==> src/hdl/lg_pkg.sv <==
// constants for the line driver and interrupt gate register block
package lg_pkg;
    // ------------------------------------------------------------
    // register offsets
    // ------------------------------------------------------------
    localparam logic [6:0] LG_OFF_LINE_SECTION_POWER = 7'h1e;
    localparam logic [6:0] LG_OFF_BLOCK_IRQ_ENABLE = 7'h20;
    // ------------------------------------------------------------
    // field positions
    // ------------------------------------------------------------
    localparam int LG_BIT_TX_CH0 = 0;
    localparam int LG_BIT_TX_CH1 = 1;
    localparam int LG_NUM_CH = 3;
    localparam int LG_NUM_TX = 2;
    localparam int LG_SRC_PER_CH = 4;
    // ------------------------------------------------------------
    // reset values
    // ------------------------------------------------------------
    localparam logic [1:0] LG_RST_TX_ON = 2'h0;
    localparam logic [2:0] LG_RST_IRQ_EN = 3'h0;
    // ------------------------------------------------------------
    // serial frame
    // ------------------------------------------------------------
    localparam logic [2:0] LG_ADDR_LAST = 3'h6;
    localparam logic [2:0] LG_DATA_LAST = 3'h7;
    typedef enum logic [1:0] {
        LG_SP_IDLE = 2'h0,
        LG_SP_ADDR = 2'h1,
        LG_SP_DATA = 2'h3,
        LG_SP_DONE = 2'h2
    } lg_sp_state_t;
endpackage

==> src/hdl/lg_reg_if.sv <==
// register access carrier between serial port and register bank
`timescale 1ns/1ps
interface lg_reg_if;
    logic wr_stb;
    logic rd_stb;
    logic [6:0] addr;
    logic [7:0] wdata;
    logic [7:0] rdata;
    modport port (output wr_stb, output rd_stb, output addr, output wdata, input rdata);
    modport bank (input wr_stb, input rd_stb, input addr, input wdata, output rdata);
endinterface

==> src/hdl/lg_tx_irq_gate.sv <==
// transmit driver enables and block interrupt gate register bank
`timescale 1ns/1ps
module lg_tx_irq_gate
    import lg_pkg::*;
(
    input wire logic core_clk_in,
    input wire logic reset_n_in,
    input wire logic cs_n_in,
    input wire logic sclk_in,
    input wire logic sdi_in,
    output logic sdo_out,
    output logic sdo_oe_out,
    input wire logic tx_drive_pin_ch0_in,
    input wire logic tx_drive_pin_ch1_in,
    input wire logic tx_pos_ch0_in,
    input wire logic tx_neg_ch0_in,
    input wire logic tx_pos_ch1_in,
    input wire logic tx_neg_ch1_in,
    output logic line_out_pos_ch0_out,
    output logic line_out_pos_ch0_oe_out,
    output logic line_out_neg_ch0_out,
    output logic line_out_neg_ch0_oe_out,
    output logic line_out_pos_ch1_out,
    output logic line_out_pos_ch1_oe_out,
    output logic line_out_neg_ch1_out,
    output logic line_out_neg_ch1_oe_out,
    input wire logic [11:0] irq_src_pending_in,
    input wire logic [11:0] irq_src_enable_in,
    output logic irq_req_out
);
    // ------------------------------------------------------------
    // serial port
    // ------------------------------------------------------------
    lg_reg_if bus ();
    lg_serial_port u_port (
        .core_clk_in(core_clk_in),
        .reset_n_in(reset_n_in),
        .cs_n_in(cs_n_in),
        .sclk_in(sclk_in),
        .sdi_in(sdi_in),
        .sdo_out(sdo_out),
        .sdo_oe_out(sdo_oe_out),
        .bus(bus)
    );
    function automatic logic hit(input logic [6:0] a, input logic [6:0] off);
        hit = (a == off);
    endfunction
    // ------------------------------------------------------------
    // control registers
    // ------------------------------------------------------------
    logic [1:0] tx_on;
    logic [1:0] next_tx_on;
    logic [2:0] irq_en;
    logic [2:0] next_irq_en;
    always_comb begin
        next_tx_on = tx_on;
        next_irq_en = irq_en;
        if (bus.wr_stb && hit(bus.addr, LG_OFF_LINE_SECTION_POWER)) begin
            next_tx_on = bus.wdata[1:0];
        end
        if (bus.wr_stb && hit(bus.addr, LG_OFF_BLOCK_IRQ_ENABLE)) begin
            next_irq_en = bus.wdata[2:0];
        end
    end
    always_ff @(posedge core_clk_in or negedge reset_n_in) begin
        if (!reset_n_in) begin
            tx_on <= LG_RST_TX_ON;
            irq_en <= LG_RST_IRQ_EN;
        end else begin
            tx_on <= next_tx_on;
            irq_en <= next_irq_en;
        end
    end
    always_comb begin
        bus.rdata = 8'h00;
        if (hit(bus.addr, LG_OFF_LINE_SECTION_POWER)) begin
            bus.rdata = {6'h00, tx_on};
        end else if (hit(bus.addr, LG_OFF_BLOCK_IRQ_ENABLE)) begin
            bus.rdata = {5'h00, irq_en};
        end
    end
    // ------------------------------------------------------------
    // line drivers
    // ------------------------------------------------------------
    logic [1:0] pin_s1;
    logic [1:0] pin_s2;
    always_ff @(posedge core_clk_in or negedge reset_n_in) begin
        if (!reset_n_in) begin
            pin_s1 <= 2'h0;
            pin_s2 <= 2'h0;
        end else begin
            pin_s1 <= {tx_drive_pin_ch1_in, tx_drive_pin_ch0_in};
            pin_s2 <= pin_s1;
        end
    end
    logic [1:0] drv_en;
    logic [1:0] tx_pos;
    logic [1:0] tx_neg;
    logic [1:0] line_pos;
    logic [1:0] next_line_pos;
    logic [1:0] line_neg;
    logic [1:0] next_line_neg;
    logic [1:0] line_oe;
    assign tx_pos = {tx_pos_ch1_in, tx_pos_ch0_in};
    assign tx_neg = {tx_neg_ch1_in, tx_neg_ch0_in};
    assign drv_en = tx_on & pin_s2;
    always_comb begin
        next_line_pos = tx_pos & drv_en;
        next_line_neg = tx_neg & drv_en;
    end
    always_ff @(posedge core_clk_in or negedge reset_n_in) begin
        if (!reset_n_in) begin
            line_pos <= 2'h0;
            line_neg <= 2'h0;
            line_oe <= 2'h0;
        end else begin
            line_pos <= next_line_pos;
            line_neg <= next_line_neg;
            line_oe <= drv_en;
        end
    end
    assign line_out_pos_ch0_out = line_pos[LG_BIT_TX_CH0];
    assign line_out_neg_ch0_out = line_neg[LG_BIT_TX_CH0];
    assign line_out_pos_ch0_oe_out = line_oe[LG_BIT_TX_CH0];
    assign line_out_neg_ch0_oe_out = line_oe[LG_BIT_TX_CH0];
    assign line_out_pos_ch1_out = line_pos[LG_BIT_TX_CH1];
    assign line_out_neg_ch1_out = line_neg[LG_BIT_TX_CH1];
    assign line_out_pos_ch1_oe_out = line_oe[LG_BIT_TX_CH1];
    assign line_out_neg_ch1_oe_out = line_oe[LG_BIT_TX_CH1];
    // ------------------------------------------------------------
    // interrupt gate
    // ------------------------------------------------------------
    logic [2:0] ch_event;
    logic irq_req;
    logic next_irq_req;
    genvar c;
    generate
        for (c = 0; c < LG_NUM_CH; c++) begin : g_ch
            assign ch_event[c] = |(irq_src_pending_in[c*LG_SRC_PER_CH +: LG_SRC_PER_CH]
                                 & irq_src_enable_in[c*LG_SRC_PER_CH +: LG_SRC_PER_CH]);
        end
    endgenerate
    always_comb begin
        next_irq_req = |(ch_event & irq_en);
    end
    always_ff @(posedge core_clk_in or negedge reset_n_in) begin
        if (!reset_n_in) begin
            irq_req <= 1'b0;
        end else begin
            irq_req <= next_irq_req;
        end
    end
    assign irq_req_out = irq_req;

    generate
        for (c = 0; c < LG_NUM_CH; c++) begin : g_mask

        end
    endgenerate
endmodule

==> src/hdl/lg_serial_port.sv <==
// serial microprocessor port slave, oversampled on the core clock
`timescale 1ns/1ps
module lg_serial_port
    import lg_pkg::*;
(
    input wire logic core_clk_in,
    input wire logic reset_n_in,
    input wire logic cs_n_in,
    input wire logic sclk_in,
    input wire logic sdi_in,
    output logic sdo_out,
    output logic sdo_oe_out,
    lg_reg_if.port bus
);
    // ------------------------------------------------------------
    // pin synchronisers
    // ------------------------------------------------------------
    logic [2:0] pin_s1;
    logic [2:0] pin_s2;
    logic sclk_s3;
    always_ff @(posedge core_clk_in or negedge reset_n_in) begin
        if (!reset_n_in) begin
            pin_s1 <= 3'h1;
            pin_s2 <= 3'h1;
            sclk_s3 <= 1'b0;
        end else begin
            pin_s1 <= {sdi_in, sclk_in, cs_n_in};
            pin_s2 <= pin_s1;
            sclk_s3 <= pin_s2[1];
        end
    end
    logic cs_act;
    logic rise;
    logic sdi;
    assign cs_act = !pin_s2[0];
    assign rise = pin_s2[1] && !sclk_s3;
    assign sdi = pin_s2[2];
    // ------------------------------------------------------------
    // frame state
    // ------------------------------------------------------------
    lg_sp_state_t state;
    lg_sp_state_t next_state;
    logic [2:0] bit_cnt;
    logic [2:0] next_bit_cnt;
    logic rw;
    logic next_rw;
    logic [6:0] addr;
    logic [6:0] next_addr;
    logic [7:0] shreg;
    logic [7:0] next_shreg;
    always_comb begin
        next_state = state;
        next_bit_cnt = bit_cnt;
        next_rw = rw;
        next_addr = addr;
        next_shreg = shreg;
        bus.wr_stb = 1'b0;
        bus.rd_stb = 1'b0;
        if (!cs_act) begin
            next_state = LG_SP_IDLE;
            next_bit_cnt = 3'h0;
        end else if (rise) begin
            unique case (state)
                LG_SP_IDLE: begin
                    next_rw = sdi;
                    next_bit_cnt = 3'h0;
                    next_state = LG_SP_ADDR;
                end
                LG_SP_ADDR: begin
                    next_addr = {addr[5:0], sdi};
                    next_bit_cnt = bit_cnt + 3'h1;
                    if (bit_cnt == LG_ADDR_LAST) begin
                        next_bit_cnt = 3'h0;
                        next_state = LG_SP_DATA;
                        bus.rd_stb = rw;
                        next_shreg = rw ? bus.rdata : 8'h00;
                    end
                end
                LG_SP_DATA: begin
                    next_shreg = {shreg[6:0], sdi};
                    next_bit_cnt = bit_cnt + 3'h1;
                    if (bit_cnt == LG_DATA_LAST) begin
                        bus.wr_stb = !rw;
                        next_state = LG_SP_DONE;
                    end
                end
                LG_SP_DONE: begin
                    next_state = LG_SP_DONE;
                end
            endcase
        end
    end
    always_ff @(posedge core_clk_in or negedge reset_n_in) begin
        if (!reset_n_in) begin
            state <= LG_SP_IDLE;
            bit_cnt <= 3'h0;
            rw <= 1'b0;
            addr <= 7'h00;
            shreg <= 8'h00;
        end else begin
            state <= next_state;
            bit_cnt <= next_bit_cnt;
            rw <= next_rw;
            addr <= next_addr;
            shreg <= next_shreg;
        end
    end
    assign bus.addr = (state == LG_SP_DATA) ? addr : {addr[5:0], sdi};
    assign bus.wdata = {shreg[6:0], sdi};
    assign sdo_out = shreg[7];
    assign sdo_oe_out = (state == LG_SP_DATA) && rw && cs_act;
endmodule

==> config.mk <==
export PLATFORM = sky130hd
export DESIGN_NAME = lg_tx_irq_gate
export DESIGN_NICKNAME = d
export VERILOG_FILES = /design/src/hdl/lg_pkg.sv /design/src/hdl/lg_reg_if.sv /design/src/hdl/lg_tx_irq_gate.sv /design/src/hdl/lg_serial_port.sv
export SDC_FILE = /design/constraint.sdc
export NUM_CORES = 1
export LEC_CHECK = 0
export BUFFER_PORTS_ARGS = -buffer_cell sky130_fd_sc_hd__clkbuf_2
export CORE_MARGIN = 8
export CORE_UTILIZATION = 52
export CTS_CLUSTER_DIAMETER = 40
export DETAILED_ROUTE_END_ITERATION = 7
export PLACE_DENSITY = 0.8
export SETUP_SLACK_MARGIN = 0.15
export SKIP_LAST_GASP = 1
export SLEW_MARGIN = 20
export SYNTH_ARGS = -nofsm -noshare
export SYNTH_HDL_FRONTEND = slang
export SYNTH_SLANG_ARGS = --single-unit
==> constraint.sdc <==
create_clock -name core_clk_in -period 2.2 [get_ports core_clk_in]
set_input_delay 0.11 -clock core_clk_in [delete_from_list [all_inputs] [get_ports core_clk_in]]
set_output_delay 0.11 -clock core_clk_in [all_outputs]
set_load 0.03 [all_outputs]
==> impl.org <==
** Layout
- Area growth syn-to-layout :: 22.3%
- Share of cells above drive strength 1 :: 0.338
- Once layout is complete, the utilization of the core stands at 0.648.
- At the end of the flow, the number of nets in the layout was 253.
- 0 antenna diodes ended up in the layout.
- After filler insertion, the fill cell instance count of the layout stands at 285.

** Clocking
- Counting along the longest clock path gives a buffer depth of 2.
- Number of buffers created by CTS :: 5
- Clock latency on the worst-skew pair, taken at its later pin, is 290 ps.
- Clock sink count :: 44
- Gates resized during post-CTS repair numbered 0.
- TritonCTS built the clock tree.
- The H-tree generated during clock tree synthesis spans 2 levels.
- The number of setup buffers added after CTS is 0.
- The tree is rooted in a sky130_fd_sc_hd__clkbuf_8.
- Clock Pin Slew Worst Setup and Hold Paths :: 80 ps

** Synthesis
- Of all cell types, the one taking the most synthesized area is sky130_fd_sc_hd__dfrtp_1.
- Number of unique standard cell types used by synthesis :: 38
- Mapped Area :: 1910 sq um
- The share of the Yosys chip area taken by registers is 0.577.
- Sorting the synthesized cells by how often they occur yields sky130_fd_sc_hd__dfrtp_1, sky130_fd_sc_hd__nand2_1, sky130_fd_sc_hd__o21ai_0.
- Counting flops with a built-in enable in the synthesized netlist gives 0.
- Predominant post-synthesis flop cell :: sky130_fd_sc_hd__dfrtp_1
- In the post-synthesis netlist, the biggest area contributors are sky130_fd_sc_hd__dfrtp_1, sky130_fd_sc_hd__mux2_2, sky130_fd_sc_hd__nand2_1, sky130_fd_sc_hd__a22oi_1, sky130_fd_sc_hd__mux2_1.
- The most common cell in the synthesized netlist is sky130_fd_sc_hd__dfrtp_1.
- Seq cells post-synth :: 44
- Fraction of synthesized cell area taken by the top area cell type :: 0.550
- Counting every instance in the synthesized netlist gives 159.
- Each instance of the synthesized netlist takes up on average 12.0 sq um.
- Of all flip-flops after synthesis, the portion carrying an async set or reset was 1.00.
- Synth warnings :: 0
- Synth Net Count :: 197

** STA
- For the final database, setup skew stands at 5.81 ps.
- Slew Limit Fails :: 0
- At the pin with the least slew margin, the transition time is 662 ps.
- Worst slew margin relative to its limit :: 0.559
- RSZ-0062 raised after global routing :: no
- Derived from the worst setup path, the maximum achievable clock frequency is 0.539 GHz.
- Setup-failing EPs final :: 0
- After routing, the total negative slack on setup checks comes to 0 ps.
- Final cycle utilization of the critical path :: 0.844
- The smallest clock period supported by the final layout is computed as 1860 ps.
- The count of final hold-check violations is 0.

** Worst setup path
- For the worst setup path, the data required time is 2380 ps.
- Along the worst path, the maximum fanout reaches 4.
- The worst setup path is captured at a flip-flop.
- The startpoint identified for the worst register-to-register timing path is u_port.bit_cnt[0].
- For the worst setup path, the data arrival time is 2040 ps.
- The critical path starts at u_port.bit_cnt[0].
- Worst Setup Start Kind :: flip-flop
- The worst setup path is of the flip-flop to flip-flop kind.

** Routing
- Detailed-router iteration count before antenna repair :: 4
- Ratio of routed vias to standard cells :: 5.27
- Vias post-DR :: 1391
- Remaining number of nets flagged by the antenna check after routing :: 0
- DRT iter0 DRCs :: 63
- Total wire length :: 3.76 mm
- Per-cell routed wire length :: 14.3 microns
- Post-route DRC violation count :: 0

** Placement
- The HPWL after detailed placement is 2.93 mm.
- Port bufs :: 45
- Final RePlAce weighted congestion :: 0.855

** Floorplanning
- The initial utilization of the core area, before any placement, comes to 0.530.
- Top-level I/O count :: 46
- Core area :: 3610 sq um
- The initialized floorplan defines 22 standard-cell rows.
- Die area :: 5870 sq um
- In this run the horizontal extent of the chip is 76.6 microns.
- The die is 76.6 microns tall.

** Pwr
- For this design the static power due to leakage is 0.00120 uW.
- Worst voltage drop across the vdd grid :: 0.551 mV
- Cell Pwr Density :: 645 nW/um^2

** Status
- Outcome :: finished, final reports clean

** GRT
- The via count of the first global-routing pass was 1395.
- Global-route wire length before repair :: 6.38 mm
- Entering global routing, the biggest net connects 29 pins.
- In the global route stage, overall resource usage came out at 0.134.
- Initial antenna violation count :: 0
- The total overflow left after global routing is 0.

** Worst hold path
- HP Class :: primary input to flip-flop
- The worst hold path begins at tx_neg_ch0_in.

** Job
- The tool flagged a number of max-cap violations equal to 0.
-- metrics by stage --
step	area (sq um)	setup slack [ps]	hold WS [ps]	power [uW]	cells
final	2340	343	59.3	1510	264
after global routing	2340	196	47.1	1580	264
after CTS	2340	336	44.7	1530	264
after detailed placement	2180	346	173	1010	250
after global placement	2180	451	178	1000	250
after floorplan	1910	537	-186	943	159
-- where the power goes --
part / switching [uW] / total (uW) / leakage (uW) / internal (uW)
Clock: 254 / 509 / 0.0000445 / 255
Combinational: 61.9 / 130 / 0.000572 / 68.5
Sequential: 31.0 / 869 / 0.000581 / 839
Total: 347 / 1510 / 0.00120 / 1160
-- state kept, by name, indices dropped and copies added (netlist names) --
| register | flops |
|---|---|
| u_port.pin_s1 | 3 |
| irq_en | 3 |
| tx_on | 2 |
| u_port.addr | 7 |
| u_port.rw | 1 |
| line_oe | 2 |
| u_port.shreg | 8 |
| u_port.sclk_s3 | 1 |
| line_neg | 2 |
| pin_s2 | 2 |
| line_pos | 2 |
| u_port.pin_s2 | 3 |
| u_port.state | 2 |
| pin_s1 | 2 |
| u_port.bit_cnt | 3 |
| irq_req_out | 1 |
-- worst paths after layout --
kind / endpoint / slack, ps / cells after the start
setup / recovery: irq_en[2] / 340 / 6
hold / removal: line_neg[0] / 60 / 2
setup reg to reg: irq_en[2] / 340 / 6
hold reg to reg: pin_s2[1] / 350 / 0
max in group asynchronous: u_port.pin_s2[0] / 1140 / 3
min in group asynchronous: irq_en[2] / 380 / 2
-- worst max-delay path, cell delays in order (launching register included) --
cell	delay, ps
sky130_fd_sc_hd__dfrtp_1	390
sky130_fd_sc_hd__ha_1	170
sky130_fd_sc_hd__ha_1	200
sky130_fd_sc_hd__nor2b_1	170
sky130_fd_sc_hd__nand4_2	170
sky130_fd_sc_hd__nor3_4	280
sky130_fd_sc_hd__mux2_1	350
-- final cells by class --
type / instances / area (sq um) / area share
well taps: 48 / 60.1 / 0.0257
clock inverters: 1 / 7.51 / 0.00321
flip-flops and latches: 44 / 1100 / 0.472
clock buffers: 7 / 86.3 / 0.0369
repair buffers: 56 / 323 / 0.138
inverters: 4 / 15.0 / 0.00642
multi-input cells: 104 / 742 / 0.317
-- repair_timing --
action | in CTS | in global routing
setup endpoints to repair | 0 | 0
hold endpoints to repair | 31 | 0
hold buffers | 6 | 0
-- placed cells by master (no fill, tap or decap), types with 2 or more instances in the layout --
cell type                       count
sky130_fd_sc_hd__nor2_1             4
sky130_fd_sc_hd__a21oi_1            3
sky130_fd_sc_hd__nor3_1             2
sky130_fd_sc_hd__o21ai_0           10
sky130_fd_sc_hd__clkbuf_8           6
sky130_fd_sc_hd__nand2b_1           2
sky130_fd_sc_hd__nand2_1           21
sky130_fd_sc_hd__dfrtp_1           42
sky130_fd_sc_hd__mux2_2             8
sky130_fd_sc_hd__a221o_1            3
sky130_fd_sc_hd__mux2_1             5
sky130_fd_sc_hd__dfstp_2            2
sky130_fd_sc_hd__nor2b_1            3
sky130_fd_sc_hd__and4bb_1           2
sky130_fd_sc_hd__ha_1               3
sky130_fd_sc_hd__and2_1             4
sky130_fd_sc_hd__a22oi_1            8
sky130_fd_sc_hd__nor4_1             2
sky130_fd_sc_hd__a21o_1             2
sky130_fd_sc_hd__clkbuf_2          45
sky130_fd_sc_hd__inv_1              3
sky130_fd_sc_hd__a21boi_0           2
sky130_fd_sc_hd__dlygate4sd3_1      6
sky130_fd_sc_hd__and3_1             8
sky130_fd_sc_hd__buf_4              5
-- cells by family after synthesis --
| group | synth area share |
|---|---|
| AND/OR/NAND/NOR | 0.168 |
| flip-flops | 0.577 |
| adder cells (fa/ha/maj) | 0.0196 |
| AO/OA/AOI/OAI | 0.124 |
| buffers and inverters | 0.0347 |
| multiplexers | 0.0766 |
-- routing by layer --
layer	vias to the layer above	routed length (microns)	global-route usage
li1	682	-	-
met3	7	300	0.0566
met5	-	0	0
met4	0	72	0.0654
met2	43	1790	0.214
met1	659	1600	0.150
No activity file was read; power rests on OpenSTA's default activity.
